--- src/verilog/tcu_pkg.sv ---
// Package: field layout, reset values and timing for the tape command word upper byte
package tcu_pkg;
    localparam int CLK_MHZ = 40;
    localparam int CLR_PULSE_NS = 1000;
    localparam int CLR_PULSE_CYC = (CLR_PULSE_NS * CLK_MHZ) / 1000;
    localparam logic [5:0] CLR_CNT_W_MAX = 6'(CLR_PULSE_CYC);
    localparam int BIT_ERR = 15;
    localparam int BIT_DEN_HI = 14;
    localparam int BIT_DEN_LO = 13;
    localparam int BIT_CLR = 12;
    localparam int BIT_EVEN_PARITY_CHOICE = 11;
    localparam int BIT_UNIT_HI = 10;
    localparam int BIT_UNIT_LO = 8;
    localparam logic [1:0] DEN_RST = 2'h0;
    localparam logic PAR_RST = 1'h0;
    localparam logic [2:0] UNIT_RST = 3'h0;
    localparam logic [2:0] FN_SPACE_FWD = 3'h4;
    localparam logic [2:0] FN_SPACE_REV = 3'h5;
    localparam logic [2:0] FN_REWIND = 3'h7;
    typedef enum logic [3:0] {
        DENS_200 = 4'h1,
        DENS_556 = 4'h2,
        DENS_800 = 4'h4,
        DENS_DUMP = 4'h8
    } tcu_dens_e;
endpackage

--- src/verilog/tcu_clear_pulse.sv ---
// Fixed-length master clear pulse generator
`timescale 1ns/10ps
module tcu_clear_pulse (
    input wire logic clk_i,            // Clock
    input wire logic rst_n_i,          // Sync reset
    input wire logic trig_i,           // Start pulse
    output logic pulse_o               // Clear strobe level
);
    import tcu_pkg::*;
    logic [5:0] cnt_q, cnt_d;
    always_comb begin
        cnt_d = cnt_q;
        if (trig_i) begin
            cnt_d = CLR_CNT_W_MAX;
        end else if (cnt_q != 6'h0) begin
            cnt_d = cnt_q - 6'h1;
        end
    end
    always_ff @(posedge clk_i) begin
        if (!rst_n_i) begin
            cnt_q <= 6'h0;
        end else begin
            cnt_q <= cnt_d;
        end
    end
    assign pulse_o = (cnt_q != 6'h0);
endmodule

--- src/verilog/tcu_cmd_upper.sv ---
// Upper byte of the tape command word: error summary, density, clear, parity, unit
// Function
// - Error summary is the OR of status bits 15 down to 07.
// - Error summary set with irq permit requests an interrupt.
// - Deferred errors reach the summary only after the check character is read.
// - Summary cleared by initialize and by the next start command.
// - Density bits 14,13 select 200, 556, 800 bpi or 800 bpi.
// - Both density bits: nine-track 800 bpi, seven-track core dump.
// - Writing one to bit 12 resets controller and all drives.
// - Clear strobe lasts 1 us, only on write with data bit one.
// - Clear strobe bit always reads as zero.
// - Bit 11 one selects even parity, zero odd parity.
// - Parity checked while tape moves, ignored on spaces and rewind.
// - Parity bit cleared by initialize or writing zero.
// - Bits 10 to 08 hold drive number, cleared by initialize or zeros.
// - Interrupt permitted only while controller idle or illegal command set.
// - Status errors cleared by initialize or start pulse, clearing summary.
`timescale 1ns/10ps
module tcu_cmd_upper (
    input wire logic SYS_CLK_I,              // 40 MHz clock
    input wire logic RESETN_I,               // Bus initialize, active low
    input wire logic WR_HI_I,                // Processor write of upper byte
    input wire logic [15:8] WDATA_I,         // Write data upper byte
    output logic [15:8] RDATA_O,             // Read data upper byte
    input wire logic START_I,                // Start command pulse
    input wire logic IRQ_PERMIT_I,           // Interrupt enable bit
    input wire logic CONTROLLER_IDLE_I,      // Controller ready bit
    input wire logic ILLEGAL_COMMAND_FLAG_I, // Illegal command status flag
    input wire logic [8:0] ERR_NOW_I,        // Status errors 15..07, immediate kind
    input wire logic [8:0] ERR_DEFER_I,      // Status errors 15..07, deferred kind
    input wire logic CHECK_CHAR_I,           // Check character read pulse
    input wire logic SEVEN_TRACK_FLAG_I,     // Seven-track status flag
    input wire logic TAPE_MOVING_I,          // Tape in motion
    input wire logic [2:0] FUNCTION_I,       // Current function code
    input wire logic PARITY_ERR_I,           // Raw parity error from read path
    output logic IRQ_O,                      // Interrupt request pulse
    output logic PARITY_ERR_O,               // Qualified parity error
    output logic [3:0] DENSITY_O,            // One-hot density select
    output logic EVEN_PARITY_CHOICE_O,       // Even parity select to drive
    output logic [2:0] UNIT_O,               // Drive number to drives
    output logic MASTER_CLEAR_STROBE_O       // Clear to controller and drives
);
    import tcu_pkg::*;

    // ------------------------------------------------------------------
    // Declarations
    // ------------------------------------------------------------------
    logic [1:0] den_q, den_d;
    logic par_q, par_d;
    logic [2:0] unit_q, unit_d;
    logic [8:0] held_q, held_d;
    logic err_q, err_d;
    logic [3:0] dens_q, dens_d;
    logic [7:0] rd_q, rd_d;
    logic clr_trig;
    logic clr_level;
    logic ctl_rst_n;
    logic irq_gate;
    logic parity_watched;

    // ------------------------------------------------------------------
    // Decode functions
    // ------------------------------------------------------------------
    function automatic logic any_set(input logic [8:0] v);
        return v != 9'h000;
    endfunction

    function automatic logic [3:0] dens_decode(input logic [1:0] d, input logic seven);
        logic [3:0] r;
        r = DENS_800;
        unique case (d)
            2'h0: r = DENS_200;
            2'h1: r = DENS_556;
            2'h2: r = DENS_800;
            2'h3: r = seven ? DENS_DUMP : DENS_800;
        endcase
        return r;
    endfunction

    // ------------------------------------------------------------------
    // Master clear strobe
    // ------------------------------------------------------------------
    assign clr_trig = WR_HI_I && WDATA_I[BIT_CLR];
    // Clear strobe also resets our own state, like initialize
    assign ctl_rst_n = RESETN_I && !clr_level;

    // Counter sees bus initialize only, so a clear cannot cut itself short
    tcu_clear_pulse u_clr (
        .clk_i(SYS_CLK_I),
        .rst_n_i(RESETN_I),
        .trig_i(clr_trig),
        .pulse_o(clr_level)
    );

    // Limitation: a write landing during the strobe is lost to the clear
    assign MASTER_CLEAR_STROBE_O = clr_level;

    // ------------------------------------------------------------------
    // Density field
    // ------------------------------------------------------------------
    always_comb begin
        den_d = den_q;
        if (WR_HI_I) begin
            den_d = WDATA_I[BIT_DEN_HI:BIT_DEN_LO];
        end
    end

    always_ff @(posedge SYS_CLK_I) begin
        if (!ctl_rst_n) begin
            den_q <= DEN_RST;
        end else begin
            den_q <= den_d;
        end
    end

    // ------------------------------------------------------------------
    // Parity sense field
    // ------------------------------------------------------------------
    always_comb begin
        par_d = par_q;
        if (WR_HI_I) begin
            par_d = WDATA_I[BIT_EVEN_PARITY_CHOICE];
        end
    end

    always_ff @(posedge SYS_CLK_I) begin
        if (!ctl_rst_n) begin
            par_q <= PAR_RST;
        end else begin
            par_q <= par_d;
        end
    end

    // ------------------------------------------------------------------
    // Drive number field
    // ------------------------------------------------------------------
    always_comb begin
        unit_d = unit_q;
        if (WR_HI_I) begin
            unit_d = WDATA_I[BIT_UNIT_HI:BIT_UNIT_LO];
        end
    end

    always_ff @(posedge SYS_CLK_I) begin
        if (!ctl_rst_n) begin
            unit_q <= UNIT_RST;
        end else begin
            unit_q <= unit_d;
        end
    end

    // ------------------------------------------------------------------
    // Error summary
    // ------------------------------------------------------------------
    // Deferred errors are latched here until the check character arrives
    always_comb begin
        held_d = held_q | ERR_DEFER_I;
        err_d = err_q;
        // Start clears first; an immediate error in the same cycle sets again
        if (START_I) begin
            held_d = ERR_DEFER_I;
            err_d = 1'b0;
        end
        if (CHECK_CHAR_I && any_set(held_d)) begin
            err_d = 1'b1;
        end
        if (any_set(ERR_NOW_I)) begin
            err_d = 1'b1;
        end
    end

    always_ff @(posedge SYS_CLK_I) begin
        if (!ctl_rst_n) begin
            held_q <= 9'h000;
            err_q <= 1'b0;
        end else begin
            held_q <= held_d;
            err_q <= err_d;
        end
    end

    // ------------------------------------------------------------------
    // Interrupt
    // ------------------------------------------------------------------
    // Rising edge of the summary only; a clear in progress masks it
    assign irq_gate = IRQ_PERMIT_I && (CONTROLLER_IDLE_I || ILLEGAL_COMMAND_FLAG_I);
    assign IRQ_O = ctl_rst_n && err_d && !err_q && irq_gate;

    // ------------------------------------------------------------------
    // Parity check
    // ------------------------------------------------------------------
    // Spacing and rewind pass records unread, so no check there
    assign parity_watched = TAPE_MOVING_I && (FUNCTION_I != FN_SPACE_FWD) &&
        (FUNCTION_I != FN_SPACE_REV) && (FUNCTION_I != FN_REWIND);
    assign PARITY_ERR_O = PARITY_ERR_I && parity_watched;

    // ------------------------------------------------------------------
    // Output registers
    // ------------------------------------------------------------------
    // Fed from the next values, so reads still follow the write edge
    always_comb begin
        dens_d = dens_decode(den_d, SEVEN_TRACK_FLAG_I);
        rd_d = {err_d, den_d, 1'b0, par_d, unit_d};
    end

    // One more flop stage, traded for glitch-free data outputs
    always_ff @(posedge SYS_CLK_I) begin
        if (!ctl_rst_n) begin
            dens_q <= DENS_200;
            rd_q <= {1'b0, DEN_RST, 1'b0, PAR_RST, UNIT_RST};
        end else begin
            dens_q <= dens_d;
            rd_q <= rd_d;
        end
    end

    assign DENSITY_O = dens_q;
    // Clear position always reads zero
    assign RDATA_O = rd_q;
    assign EVEN_PARITY_CHOICE_O = par_q;
    assign UNIT_O = unit_q;
endmodule

--- config.mk ---
export PLATFORM = sky130hd
export DESIGN_NAME = tcu_cmd_upper
export DESIGN_NICKNAME = d
export VERILOG_FILES = /design/src/verilog/tcu_pkg.sv /design/src/verilog/tcu_clear_pulse.sv /design/src/verilog/tcu_cmd_upper.sv
export SDC_FILE = /design/constraint.sdc
export NUM_CORES = 1
export LEC_CHECK = 0
export ABC_AREA = 0
export BUFFER_PORTS_ARGS = -buffer_cell sky130_fd_sc_hd__buf_2
export CAP_MARGIN = 25
export CORE_MARGIN = 8
export CORE_UTILIZATION = 46
export DETAILED_ROUTE_END_ITERATION = 8
export PLACE_DENSITY_LB_ADDON = 0.15
export SYNTH_ARGS = -nofsm -noshare
export SYNTH_HDL_FRONTEND = slang
export SYNTH_SLANG_ARGS = --single-unit
--- constraint.sdc ---
create_clock -name SYS_CLK_I -period 3.1 [get_ports SYS_CLK_I]
set_clock_uncertainty 0.15 [all_clocks]
set_input_delay 0.465 -clock SYS_CLK_I [delete_from_list [all_inputs] [get_ports SYS_CLK_I]]
set_output_delay 0.465 -clock SYS_CLK_I [all_outputs]
set_load 0.005 [all_outputs]
==> results.rst, run 1 <==
.. list-table::
   :header-rows: 1

   * - Metric
     - Value
   * - Global-route usage over all layers
     - 12.4%
   * - Count of fill cells added during filler insertion
     - 194
   * - Clock tree from TritonCTS
     - built
   * - VDD IR-drop max
     - 0.425 mV
   * - Kind of critical path
     - flip-flop to output port
   * - Post-DP HPWL
     - 2140 um
   * - Total number of vias
     - 990
   * - Sink count of the clock tree
     - 26
   * - Post-Syn Nets
     - 162
   * - Die Width
     - 64.7 um
   * - Via density
     - 4.95
   * - Time the worst path needs with I/O delays and setup
     - 2.88 ns
   * - Critical path startpoint
     - u_clr.cnt_q[0]
   * - Most frequent cell after synthesis
     - sky130_fd_sc_hd__dfxtp_1
   * - Setup-violating endpoint count in the final report
     - 0
   * - Net count, final
     - 215
   * - Antenna Nets Post-Route
     - 0
   * - Final period util
     - 93.0%
   * - Worst Setup Start Kind
     - flip-flop
   * - Standby leakage power
     - 0.000669 uW
   * - Share of flip-flops with an asynchronous set or reset
     - 0%
   * - Cell family with most CP delay
     - simple AND/OR/NAND/NOR gates
   * - Logic pwr share
     - 38.9%
   * - Residual DRC
     - 0
   * - Hold Startpoint
     - SEVEN_TRACK_FLAG_I
   * - Final non-filler cell area
     - 1370 um2
   * - Full die area
     - 4190 um2
   * - Top cells by area in the synthesized netlist
     - sky130_fd_sc_hd__dfxtp_1 (48%), sky130_fd_sc_hd__a21oi_1 (6.9%), sky130_fd_sc_hd__nor2_1 (6.9%)
   * - Number of distinct standard cells referenced by the synthesized netlist
     - 32
   * - Total number of placement rows
     - 17
   * - Worst-case clock buffer depth
     - 2
   * - EDFF count, synth
     - 0
   * - Area occupied by multi-input gates
     - 477 um2
   * - Netlist area before placement
     - 1090 um2
   * - PostCTS Resize Cnt
     - 0
   * - Number of global-route vias before repair
     - 1071
   * - CTS Root Buffer Type
     - sky130_fd_sc_hd__clkbuf_4
   * - Result of the run
     - finished, final reports clean
   * - Vertical die dimension
     - 64.7 um
   * - List of most frequent post-synthesis cells
     - sky130_fd_sc_hd__dfxtp_1 (26), sky130_fd_sc_hd__nor2_1 (20), sky130_fd_sc_hd__a21oi_1 (15)
   * - Synth-to-layout area growth
     - 25.5%
   * - Hold-fix buffer count after cts
     - 0
   * - RSZ-0062 raised after global routing
     - false
   * - Launch point of the worst reg-to-reg path
     - u_clr.cnt_q[0]
   * - Power Dens Cells
     - 722 nW/um2
   * - Clk Latency, worst-skew pair
     - 0.31 ns
   * - Initial Util
     - 48.9%
   * - Post-layout power
     - 988 uW
   * - Number of maximum-capacitance constraint violations
     - 0
   * - Ant diodes
     - 0
   * - Proportion of power drawn by flip-flops and latches
     - 47.6%
   * - Cell type with the highest aggregate area in the netlist
     - sky130_fd_sc_hd__dfxtp_1
   * - Most used DFF post-synth
     - sky130_fd_sc_hd__dfxtp_1
   * - R2R setup slack
     - 1.06 ns
   * - Number of pins exceeding their max-slew limit in the final report
     - 0
   * - Num CTS Buffers
     - 3
   * - Slowest CP cell
     - sky130_fd_sc_hd__or3b_4
   * - Number of storage elements in the synthesis netlist
     - 26
   * - Worst Path Buf+Inv
     - 2
   * - Proportion of synthesized chip area in sequential cells
     - 47.7%
   * - First-pass GRT wire length
     - 4440 um
   * - Highest cell delay on the worst timing path
     - 0.42 ns
   * - Total iterations of the first detailed-routing run
     - 4
   * - Share of cells above drive strength 1
     - 37.8%
   * - Switching portion of total power
     - 34.7%
   * - Number of violations reported at the end of detailed-routing iteration 0
     - 37
   * - Post-synthesis average cell area
     - 9.02 um2
   * - PortBufs
     - 56
   * - Routability Congestion
     - 0.858
   * - Sw power
     - 343 uW
   * - Top-level port count
     - 59
   * - Share of the synthesized area in the top cell type
     - 47.7%
   * - Detail-routed net length per standard cell
     - 12.9 um
   * - Number of failing hold endpoints at the final stage
     - 0
   * - Post-Route WL
     - 2590 um
   * - Clock power frac
     - 13.5%
   * - Critical path data arrival time
     - 2.27 ns
   * - Sequential cell area
     - 520 um2
   * - Maximum number of pins on one net before global-route repair
     - 19
   * - Placed Instance Area
     - 1350 um2
   * - Min-delay worst type
     - input pin to flip-flop
   * - Clock-pin slew on the worst setup and hold paths
     - 0.12 ns
   * - Syn. warnings
     - 0
   * - Post CTS Setup Buffer Count
     - 0
   * - Critical path endpoint category
     - output port
   * - Total Neg Setup Slack
     - 0 ns
   * - H-tree depth reported by CTS
     - 1
   * - Required time of the critical path
     - 2.48 ns
   * - Number of antenna violations at the first check in global routing
     - 0
   * - Internal power
     - 646 uW
   * - Largest fanout on the critical path
     - 18
   * - Peak Freq
     - 347 MHz
   * - Congestion Overflow GR
     - 0
   * - Placeable core region
     - 2230 um2
   * - Cell-by-cell listing of the critical path
     - inv_1 -> ha_1 -> or3b_4 -> nor3_4 -> nand2_4 -> a211oi_1 -> buf_2
   * - Mapped Cells
     - 121
per-layer routing:
metal	GRT usage (%)	routed length, um	vias to the layer above
met3	5.84	301	2
met5	0	0	-
met4	3.27	14	0
li1	-	-	515
met2	20.1	1120	43
met1	14.4	1150	430
path summary, 6_finish.rpt:
kind	endpoint	cells past startpoint
setup / recovery	IRQ_O	7
hold / removal	DENSITY_O[2]	2
setup reg to reg	DENSITY_O[0]	6
hold reg to reg	held_q[4]	2
layout by cell type (no fill, tap or decap), types with 3 or more instances in the layout:
cell type	synthesis	layout
sky130_fd_sc_hd__buf_2	0	56
sky130_fd_sc_hd__dfxtp_1	26	26
sky130_fd_sc_hd__nor2_1	20	20
sky130_fd_sc_hd__a21oi_1	15	15
sky130_fd_sc_hd__inv_1	8	8
sky130_fd_sc_hd__nor3_1	6	6
sky130_fd_sc_hd__mux2i_1	6	6
sky130_fd_sc_hd__nand2_1	4	4
sky130_fd_sc_hd__clkbuf_4	0	3
registers in the layout, indices dropped and copies added (netlist names):
name / cells
RDATA_O: 3
UNIT_O: 2
err_q: 1
u_clr.cnt_q: 6
DENSITY_O: 4
held_q: 9
den_q: 1
per-stage QoR:
step / hold slack [ns] / utilization, % / cells / worst slack, ns
after floorplan: 0.303 / - / 121 / 0.914
after global placement: 0.318 / 60.3 / 197 / 0.625
after detailed placement: 0.327 / 60.3 / 197 / 0.579
after CTS: 0.164 / 61.3 / 200 / 0.211
after global routing: 0.170 / 61.3 / 200 / 0.0624
final: 0.177 / 61.3 / 200 / 0.218
power groups by stage:
stage	clock network [uW]	registers, uW	logic (uW)
finish	134	470	384
global route	149	480	440
floorplan	0	471	296
detailed placement	0	478	389
CTS	142	470	390
global placement	0	473	371
cell type report:
| class | count | share of cell area (%) |
|---|---|---|
| Timing Repair Buffer | 56 | 20.5 |
| Inverter | 9 | 2.47 |
| Sequential cell | 26 | 38.0 |
| Multi-Input combinational cell | 78 | 34.8 |
| Clock buffer | 3 | 1.65 |
| Tap cell | 28 | 2.56 |
cells by family after synthesis:
logic type               count (synthesis)  synth area share (%)
flip-flops                              26                  47.7
AO/OA/AOI/OAI                           23                  12.2
AND/OR/NAND/NOR                         44                  21.9
other                                    1                 0.344
buffers and inverters                   17                  8.60
adder cells (fa/ha/maj)                  1                  1.15
XOR/XNOR                                 2                  1.61
multiplexers                             7                  6.54
Note: power is estimated with default switching activity, not from simulation.
==> run 2, diff against run 1 <==
--- a/config.mk
+++ b/config.mk
@@ -11,7 +11,9 @@
 export CORE_MARGIN = 8
 export CORE_UTILIZATION = 46
 export DETAILED_ROUTE_END_ITERATION = 8
-export PLACE_DENSITY_LB_ADDON = 0.15
+export PLACE_DENSITY = 0.82
+export SETUP_SLACK_MARGIN = 0.4
+export SLEW_MARGIN = 20
 export SYNTH_ARGS = -nofsm -noshare
 export SYNTH_HDL_FRONTEND = slang
 export SYNTH_SLANG_ARGS = --single-unit
==> run 2 against run 1 <==
Compared with the run above: power up 12%; maximum frequency rose by 12%; clock power grew 69%; critical path depth is the same; global-route usage rose by 0.48 points; sequential share of layout area shrank 1.4 points; largest cell class unchanged; largest power group unchanged; register-to-register slack better by 0.09 ns.
==> results.rst, run 2 (synthesis results as in run 1) <==
.. list-table::
   :header-rows: 1

   * - Metric
     - Value
   * - PortBufs
     - 56
   * - Final non-filler cell area
     - 1420 um2
   * - Number of failing hold endpoints at the final stage
     - 0
   * - Total iterations of the first detailed-routing run
     - 4
   * - Top-level port count
     - 59
   * - Leading cell type in the layout, fill and taps excluded
     - sky130_fd_sc_hd__buf_2
   * - Total Neg Setup Slack
     - 0 ns
   * - Kind of critical path
     - flip-flop to output port
   * - Result of the run
     - finished, final reports clean
   * - RSZ-0062 raised after global routing
     - false
   * - Peak Freq
     - 390 MHz
   * - Detail-routed net length per standard cell
     - 13.4 um
   * - Worst-case clock buffer depth
     - 2
   * - Congestion Overflow GR
     - 0
   * - Cell-by-cell listing of the critical path
     - inv_1 -> ha_2 -> or3b_4 -> nor3_4 -> nand2_4 -> a211oi_2 -> buf_2
   * - Number of pins exceeding their max-slew limit in the final report
     - 0
   * - Worst Setup Start Kind
     - flip-flop
   * - Slowest CP cell
     - sky130_fd_sc_hd__or3b_4
   * - Net count, final
     - 217
   * - H-tree depth reported by CTS
     - 1
   * - Critical path data arrival time
     - 1.95 ns
   * - Required time of the critical path
     - 2.48 ns
   * - Min-delay worst type
     - input pin to flip-flop
   * - Post-layout power
     - 1110 uW
   * - Num CTS Buffers
     - 3
   * - Setup-violating endpoint count in the final report
     - 0
   * - Critical path endpoint category
     - output port
   * - Global-route usage over all layers
     - 12.9%
   * - Die Width
     - 64.7 um
   * - Top library cells by usage in the layout, fill and taps aside
     - sky130_fd_sc_hd__buf_2 (56), sky130_fd_sc_hd__dfxtp_1 (26), sky130_fd_sc_hd__nor2_1 (20)
   * - Via density
     - 5.15
   * - Standby leakage power
     - 0.000692 uW
   * - First-pass GRT wire length
     - 4490 um
   * - Full die area
     - 4190 um2
   * - CTS Root Buffer Type
     - sky130_fd_sc_hd__clkbuf_4
   * - Power Dens Cells
     - 779 nW/um2
   * - Placeable core region
     - 2230 um2
   * - Worst Path Buf+Inv
     - 2
   * - Highest cell delay on the worst timing path
     - 0.41 ns
   * - Largest fanout on the critical path
     - 3
   * - Ant diodes
     - 0
   * - Time the worst path needs with I/O delays and setup
     - 2.57 ns
   * - Clock tree from TritonCTS
     - built
   * - Sequential cell area
     - 520 um2
   * - Final period util
     - 82.8%
   * - Post-DP HPWL
     - 2210 um
   * - Number of antenna violations at the first check in global routing
     - 0
   * - Residual DRC
     - 0
   * - Number of violations reported at the end of detailed-routing iteration 0
     - 32
   * - Placed Instance Area
     - 1350 um2
   * - Number of global-route vias before repair
     - 1046
   * - Sink count of the clock tree
     - 26
   * - VDD IR-drop max
     - 0.605 mV
   * - Clock-pin slew on the worst setup and hold paths
     - 0.13 ns
   * - Hold-fix buffer count after cts
     - 0
   * - Vertical die dimension
     - 64.7 um
   * - Total number of placement rows
     - 17
   * - Initial Util
     - 48.9%
   * - Post-Route WL
     - 2720 um
   * - Number of maximum-capacitance constraint violations
     - 0
   * - Area occupied by multi-input gates
     - 485 um2
   * - Antenna Nets Post-Route
     - 0
   * - Clk Latency, worst-skew pair
     - 0.32 ns
   * - Share of cells above drive strength 1
     - 40.0%
   * - Number of flip-flops under the largest register name
     - 9
   * - Cell family with most CP delay
     - simple AND/OR/NAND/NOR gates
   * - Total number of vias
     - 1045
   * - Top reg by flops
     - held_q
   * - Count of fill cells added during filler insertion
     - 187
   * - Maximum number of pins on one net before global-route repair
     - 18
   * - Routability Congestion
     - 0.811
   * - Synth-to-layout area growth
     - 30.4%
-- run 2: changes by cell type in the layout (fill, tap and decap cells not counted) --
cell,before,now
sky130_fd_sc_hd__buf_4,0,2
sky130_fd_sc_hd__a2111oi_0,1,0
sky130_fd_sc_hd__a2111oi_1,0,1
sky130_fd_sc_hd__a211oi_1,2,1
sky130_fd_sc_hd__a211oi_2,0,1
sky130_fd_sc_hd__bufinv_16,0,1
sky130_fd_sc_hd__ha_1,1,0
sky130_fd_sc_hd__ha_2,0,1
-- run 2: report_power, final --
group          internal (uW)  switching (uW)  total (uW)
Combinational            204             204         408
Sequential               417            55.9         473
Clock                    131            96.5         227
Total                    752             356        1110
-- run 2: metal layers --
metal	wire [um]	vias up	GRT usage (%)	share of wire [%]
met4	9	0	2.45	0.33
met5	0	-	0	0
met1	1030	482	12.5	38
li1	-	518	-	-
met3	338	2	7.22	12
met2	1350	43	23.5	50
-- run 2: cell type report --
cell class / count / share of cell area [%]
flip-flops and latches: 26 / 36.6
well taps: 28 / 2.46
repair buffers: 58 / 20.8
inverters: 9 / 2.37
clock inverters: 1 / 2.11
multi-input cells: 78 / 34.1
clock buffers: 3 / 1.58
-- run 2: path summary, 6_finish.rpt --
| path | from | to | slack [ns] | depth (start not counted) |
|---|---|---|---|---|
| max | u_clr.cnt_q[0] | IRQ_O | 0.53 | 7 |
| min | SEVEN_TRACK_FLAG_I | DENSITY_O[2] | 0.17 | 2 |
| max reg2reg | u_clr.cnt_q[0] | DENSITY_O[0] | 1.15 | 7 |
| min reg2reg | held_q[0] | held_q[0] | 0.36 | 2 |
-- run 2: stage by stage --
stage	hold WS (ns)	instances	setup WS, ns	utilization, %
6_report	0.171	203	0.534	63.7
4_1_cts	0.162	203	0.436	63.3
5_1_grt	0.165	203	0.404	63.7
3_3_place_gp	0.318	197	0.645	60.3
2_1_floorplan	0.303	121	0.914	-
3_5_place_dp	0.333	197	0.560	60.3
-- run 2: timing repair --
item,CTS,global route
pin swaps,2,1
hold endpoints to repair,0,0
setup buffers,2,0
endpoints found under the setup margin,1,2
cloned,0,0
gates resized for setup,0,3
==> run 3, diff against run 2 <==
--- a/config.mk
+++ b/config.mk
@@ -5,13 +5,13 @@
 export SDC_FILE = /design/constraint.sdc
 export NUM_CORES = 1
 export LEC_CHECK = 0
-export ABC_AREA = 0
+export ABC_AREA = 1
 export BUFFER_PORTS_ARGS = -buffer_cell sky130_fd_sc_hd__buf_2
 export CAP_MARGIN = 25
 export CORE_MARGIN = 8
-export CORE_UTILIZATION = 46
+export CORE_UTILIZATION = 43
 export DETAILED_ROUTE_END_ITERATION = 8
-export PLACE_DENSITY = 0.82
+export PLACE_DENSITY = 0.78
 export SETUP_SLACK_MARGIN = 0.4
 export SLEW_MARGIN = 20
 export SYNTH_ARGS = -nofsm -noshare
==> constraint.sdc (replaced) <==
create_clock -name SYS_CLK_I -period 2.57 [get_ports SYS_CLK_I]
set_clock_uncertainty 0.15 [all_clocks]
set_input_delay 0.3855 -clock SYS_CLK_I [delete_from_list [all_inputs] [get_ports SYS_CLK_I]]
set_output_delay 0.3855 -clock SYS_CLK_I [all_outputs]
set_load 0.005 [all_outputs]
==> run 3 against run 2 <==
Compared with the run above: combinational power up 47%; hold slack got worse by 0.033 ns; worst setup slack worse by 0.043 ns; count of clock-buffer cells in the layout did not move; synthesized cell count increased by 17%; critical path depth up 2; critical endpoint unchanged; largest cell class unchanged.
==> results.rst, run 3 <==
.. list-table::
   :header-rows: 1

   * - Metric
     - Value
   * - Peak Freq
     - 481 MHz
   * - Hold-fix buffer count after cts
     - 0
   * - Post-Route WL
     - 2890 um
   * - Worst-case clock buffer depth
     - 2
   * - XOR/XNOR share of the synthesized area
     - 0.806%
   * - Number of violations reported at the end of detailed-routing iteration 0
     - 28
   * - Result of the run
     - finished, final reports clean
   * - Clock power frac
     - 19.2%
   * - Antenna Nets Post-Route
     - 0
   * - Top-level port count
     - 59
   * - Post-route setup slack
     - 0.491 ns
   * - Worst Setup Start Kind
     - flip-flop
   * - Total number of vias
     - 1074
   * - Required time of the critical path
     - 2.03 ns
   * - Most used DFF post-synth
     - sky130_fd_sc_hd__dfxtp_1
   * - Synth-to-layout area growth
     - 37.0%
   * - Synthesized-area fraction occupied by ao, oa, aoi and oai cells
     - 10.6%
   * - Most frequent cell after synthesis
     - sky130_fd_sc_hd__nand2_1
   * - Largest family of logic cells by synthesized area
     - simple AND/OR/NAND/NOR gates
   * - Routability Congestion
     - 0.796
   * - Synth Area in Adders
     - 1.15%
   * - Slowest CP cell
     - sky130_fd_sc_hd__dfxtp_2
   * - Number of distinct standard cells referenced by the synthesized netlist
     - 25
   * - EDFF count, synth
     - 0
   * - Standby leakage power
     - 0.000762 uW
   * - Critical path data arrival time
     - 1.54 ns
   * - Clock-pin slew on the worst setup and hold paths
     - 0.14 ns
   * - Post-Syn Nets
     - 182
   * - List of most frequent post-synthesis cells
     - sky130_fd_sc_hd__nand2_1 (29), sky130_fd_sc_hd__dfxtp_1 (26), sky130_fd_sc_hd__nor2_1 (23)
   * - Worst slack after detailed placement
     - 0.486 ns
   * - Logic pwr share
     - 41.5%
   * - Netlist area before placement
     - 1090 um2
   * - Min-delay worst type
     - input pin to flip-flop
   * - Worst Path Buf+Inv
     - 3
   * - Mapped Cells
     - 141
   * - Setup-violating endpoint count in the final report
     - 0
   * - Cell type with the highest aggregate area in the netlist
     - sky130_fd_sc_hd__dfxtp_1
   * - Most numerous cell on the critical path
     - sky130_fd_sc_hd__nor2_4
   * - Cell family with most CP delay
     - simple AND/OR/NAND/NOR gates
   * - Clock tree from TritonCTS
     - built
   * - Share of the synthesized area in the top cell type
     - 47.9%
   * - Kind of critical path
     - flip-flop to output port
   * - Share of flip-flops with an asynchronous set or reset
     - 0%
   * - Total iterations of the first detailed-routing run
     - 4
   * - Number of failing hold endpoints at the final stage
     - 0
   * - Total number of placement rows
     - 18
   * - Number of storage elements in the synthesis netlist
     - 26
   * - Simple-gate area share of the yosys netlist
     - 26.2%
   * - Proportion of synthesized chip area in sequential cells
     - 47.9%
   * - Final period util
     - 80.9%
   * - Largest fanout on the critical path
     - 3
   * - Post-synthesis average cell area
     - 7.70 um2
   * - Power Dens Cells
     - 969 nW/um2
   * - Total Neg Setup Slack
     - 0 ns
   * - RSZ-0062 raised after global routing
     - false
   * - Die Width
     - 66.3 um
   * - VDD IR-drop max
     - 0.661 mV
   * - Number of flip-flops under the largest register name
     - 9
   * - Placeable core region
     - 2430 um2
   * - Time the worst path needs with I/O delays and setup
     - 2.08 ns
   * - Top reg by flops
     - held_q
   * - Detail-routed net length per standard cell
     - 12.6 um
   * - Num CTS Buffers
     - 3
   * - Clk Latency, worst-skew pair
     - 0.32 ns
   * - Number of maximum-capacitance constraint violations
     - 0
   * - Initial Util
     - 44.7%
   * - Top library cells by usage in the layout, fill and taps aside
     - sky130_fd_sc_hd__buf_2 (56), sky130_fd_sc_hd__nand2_1 (29), sky130_fd_sc_hd__dfxtp_1 (24)
   * - Residual DRC
     - 0
   * - Post-DP HPWL
     - 2180 um
   * - Vertical die dimension
     - 66.3 um
   * - Proportion of power drawn by flip-flops and latches
     - 39.3%
   * - Syn. warnings
     - 0
   * - Congestion Overflow GR
     - 0
   * - Critical path endpoint category
     - output port
   * - Leading cell type in the layout, fill and taps excluded
     - sky130_fd_sc_hd__buf_2
   * - First-pass GRT wire length
     - 4450 um
   * - Top cells by area in the synthesized netlist
     - sky130_fd_sc_hd__dfxtp_1 (48%), sky130_fd_sc_hd__nand2_1 (10%), sky130_fd_sc_hd__nor2_1 (7.9%)
   * - Internal power
     - 931 uW
   * - CTS Root Buffer Type
     - sky130_fd_sc_hd__clkbuf_4
   * - Via density
     - 4.67
   * - Cell-by-cell listing of the critical path
     - inv_2 -> ha_2 -> inv_1 -> nor2_4 -> nand3_4 -> nor2_4 -> nand2_1 -> nor2_1 -> buf_2
   * - Share of cells above drive strength 1
     - 42.5%
   * - Global-route usage over all layers
     - 12.7%
   * - Number of pins exceeding their max-slew limit in the final report
     - 0
   * - Number of antenna violations at the first check in global routing
     - 0
   * - Multiplexer area fraction after synthesis
     - 1.84%
   * - Highest cell delay on the worst timing path
     - 0.35 ns
   * - Full die area
     - 4390 um2
   * - Non-Filler Instances
     - 230
   * - Sink count of the clock tree
     - 26
   * - Switching portion of total power
     - 35.4%
   * - Net count, final
     - 242
   * - Number of placed instances, taps included
     - 219
   * - Maximum number of pins on one net before global-route repair
     - 16
   * - H-tree depth reported by CTS
     - 1
   * - Sw power
     - 511 uW
   * - Number of global-route vias before repair
     - 1082
   * - Ant diodes
     - 0
   * - PortBufs
     - 56
[run 3: cell count changes after synthesis, sizes merged, moves of 3 or more]
cell   previous run  this run
nor2             20        26
mux2i             6         2
nor3              7         3
nand2             5        29
nand3             2         5
inv               8        15
[run 3: path summary, 6_finish.rpt]
kind,start,to,slack (ns),cells after the start
worst max register to register,u_clr.cnt_q[0],DENSITY_O[0],0.85,11
worst min register to register,RDATA_O[10],RDATA_O[10],0.34,2
worst max-delay path,u_clr.cnt_q[0],IRQ_O,0.49,9
worst min-delay path,ERR_DEFER_I[4],held_q[4],0.14,3
[run 3: layout make-up]
class | count | area [um2]
Inverter | 16 | 63.8
Tap cell | 30 | 37.5
Fill cell | 233 | 945
Timing Repair Buffer | 62 | 325
Clock buffer | 3 | 22.5
Timing Repair inverter | 1 | 7.51
Clock inverter | 1 | 30.0
Sequential cell | 26 | 523
Multi-Input combinational cell | 91 | 478
[run 3: timing repair]
| item | CTS | global route |
|---|---|---|
| setup endpoints to repair | 1 | 1 |
| resized for setup | 4 | 10 |
| cloned | 0 | 1 |
| buffers inserted | 4 | 2 |
| pin swaps | 3 | 2 |
[run 3: metal layers]
layer	global-route usage, %	vias up	share of wire [%]	routed length (um)
met5	0	-	0	0
met4	4.27	0	1.2	36
met3	5.08	6	7.8	224
met2	24.7	30	56	1620
met1	11.6	481	35	1000
li1	-	557	-	-
[run 3: cell families (layout without fill, tap and decap cells)]
kind of cell | after synthesis | after routing
xor+xnor | 1 | 1
compound gates | 21 | 21
mux | 2 | 2
other cells | 1 | 1
simple gates | 65 | 65
flops | 26 | 26
buf+inv | 24 | 83
fa+ha+maj | 1 | 1
[run 3: worst register-to-register path, stage by stage, from the launching register on]
cell and delay (ns):
sky130_fd_sc_hd__dfxtp_2 0.35, sky130_fd_sc_hd__inv_2 0.06, sky130_fd_sc_hd__ha_2 0.17, sky130_fd_sc_hd__inv_1 0.06
sky130_fd_sc_hd__nor2_4 0.11, sky130_fd_sc_hd__nand3_4 0.09, sky130_fd_sc_hd__nor2_4 0.11, sky130_fd_sc_hd__buf_4 0.12
sky130_fd_sc_hd__buf_4 0.11, sky130_fd_sc_hd__inv_2 0.10, sky130_fd_sc_hd__nor2_1 0.15, sky130_fd_sc_hd__nor2_1 0.06
[run 3: per-stage QoR]
stage | power [uW] | util [%] | area [um2] | hold slack [ns]
global route | 1550 | 61.2 | 1490 | 0.113
finish | 1440 | 61.2 | 1490 | 0.138
detailed placement | 1050 | 55.2 | 1340 | 0.317
floorplan | 930 | - | 1090 | 0.303
CTS | 1420 | 59.0 | 1430 | 0.121
global placement | 1020 | 55.2 | 1340 | 0.306
[run 3: power by group through the flow]
stage	clock [uW]	combinational [uW]	sequential, uW
floorplan	0	374	556
global placement	0	465	558
detailed placement	0	484	562
CTS	287	570	559
global route	306	665	579
finish	276	599	567
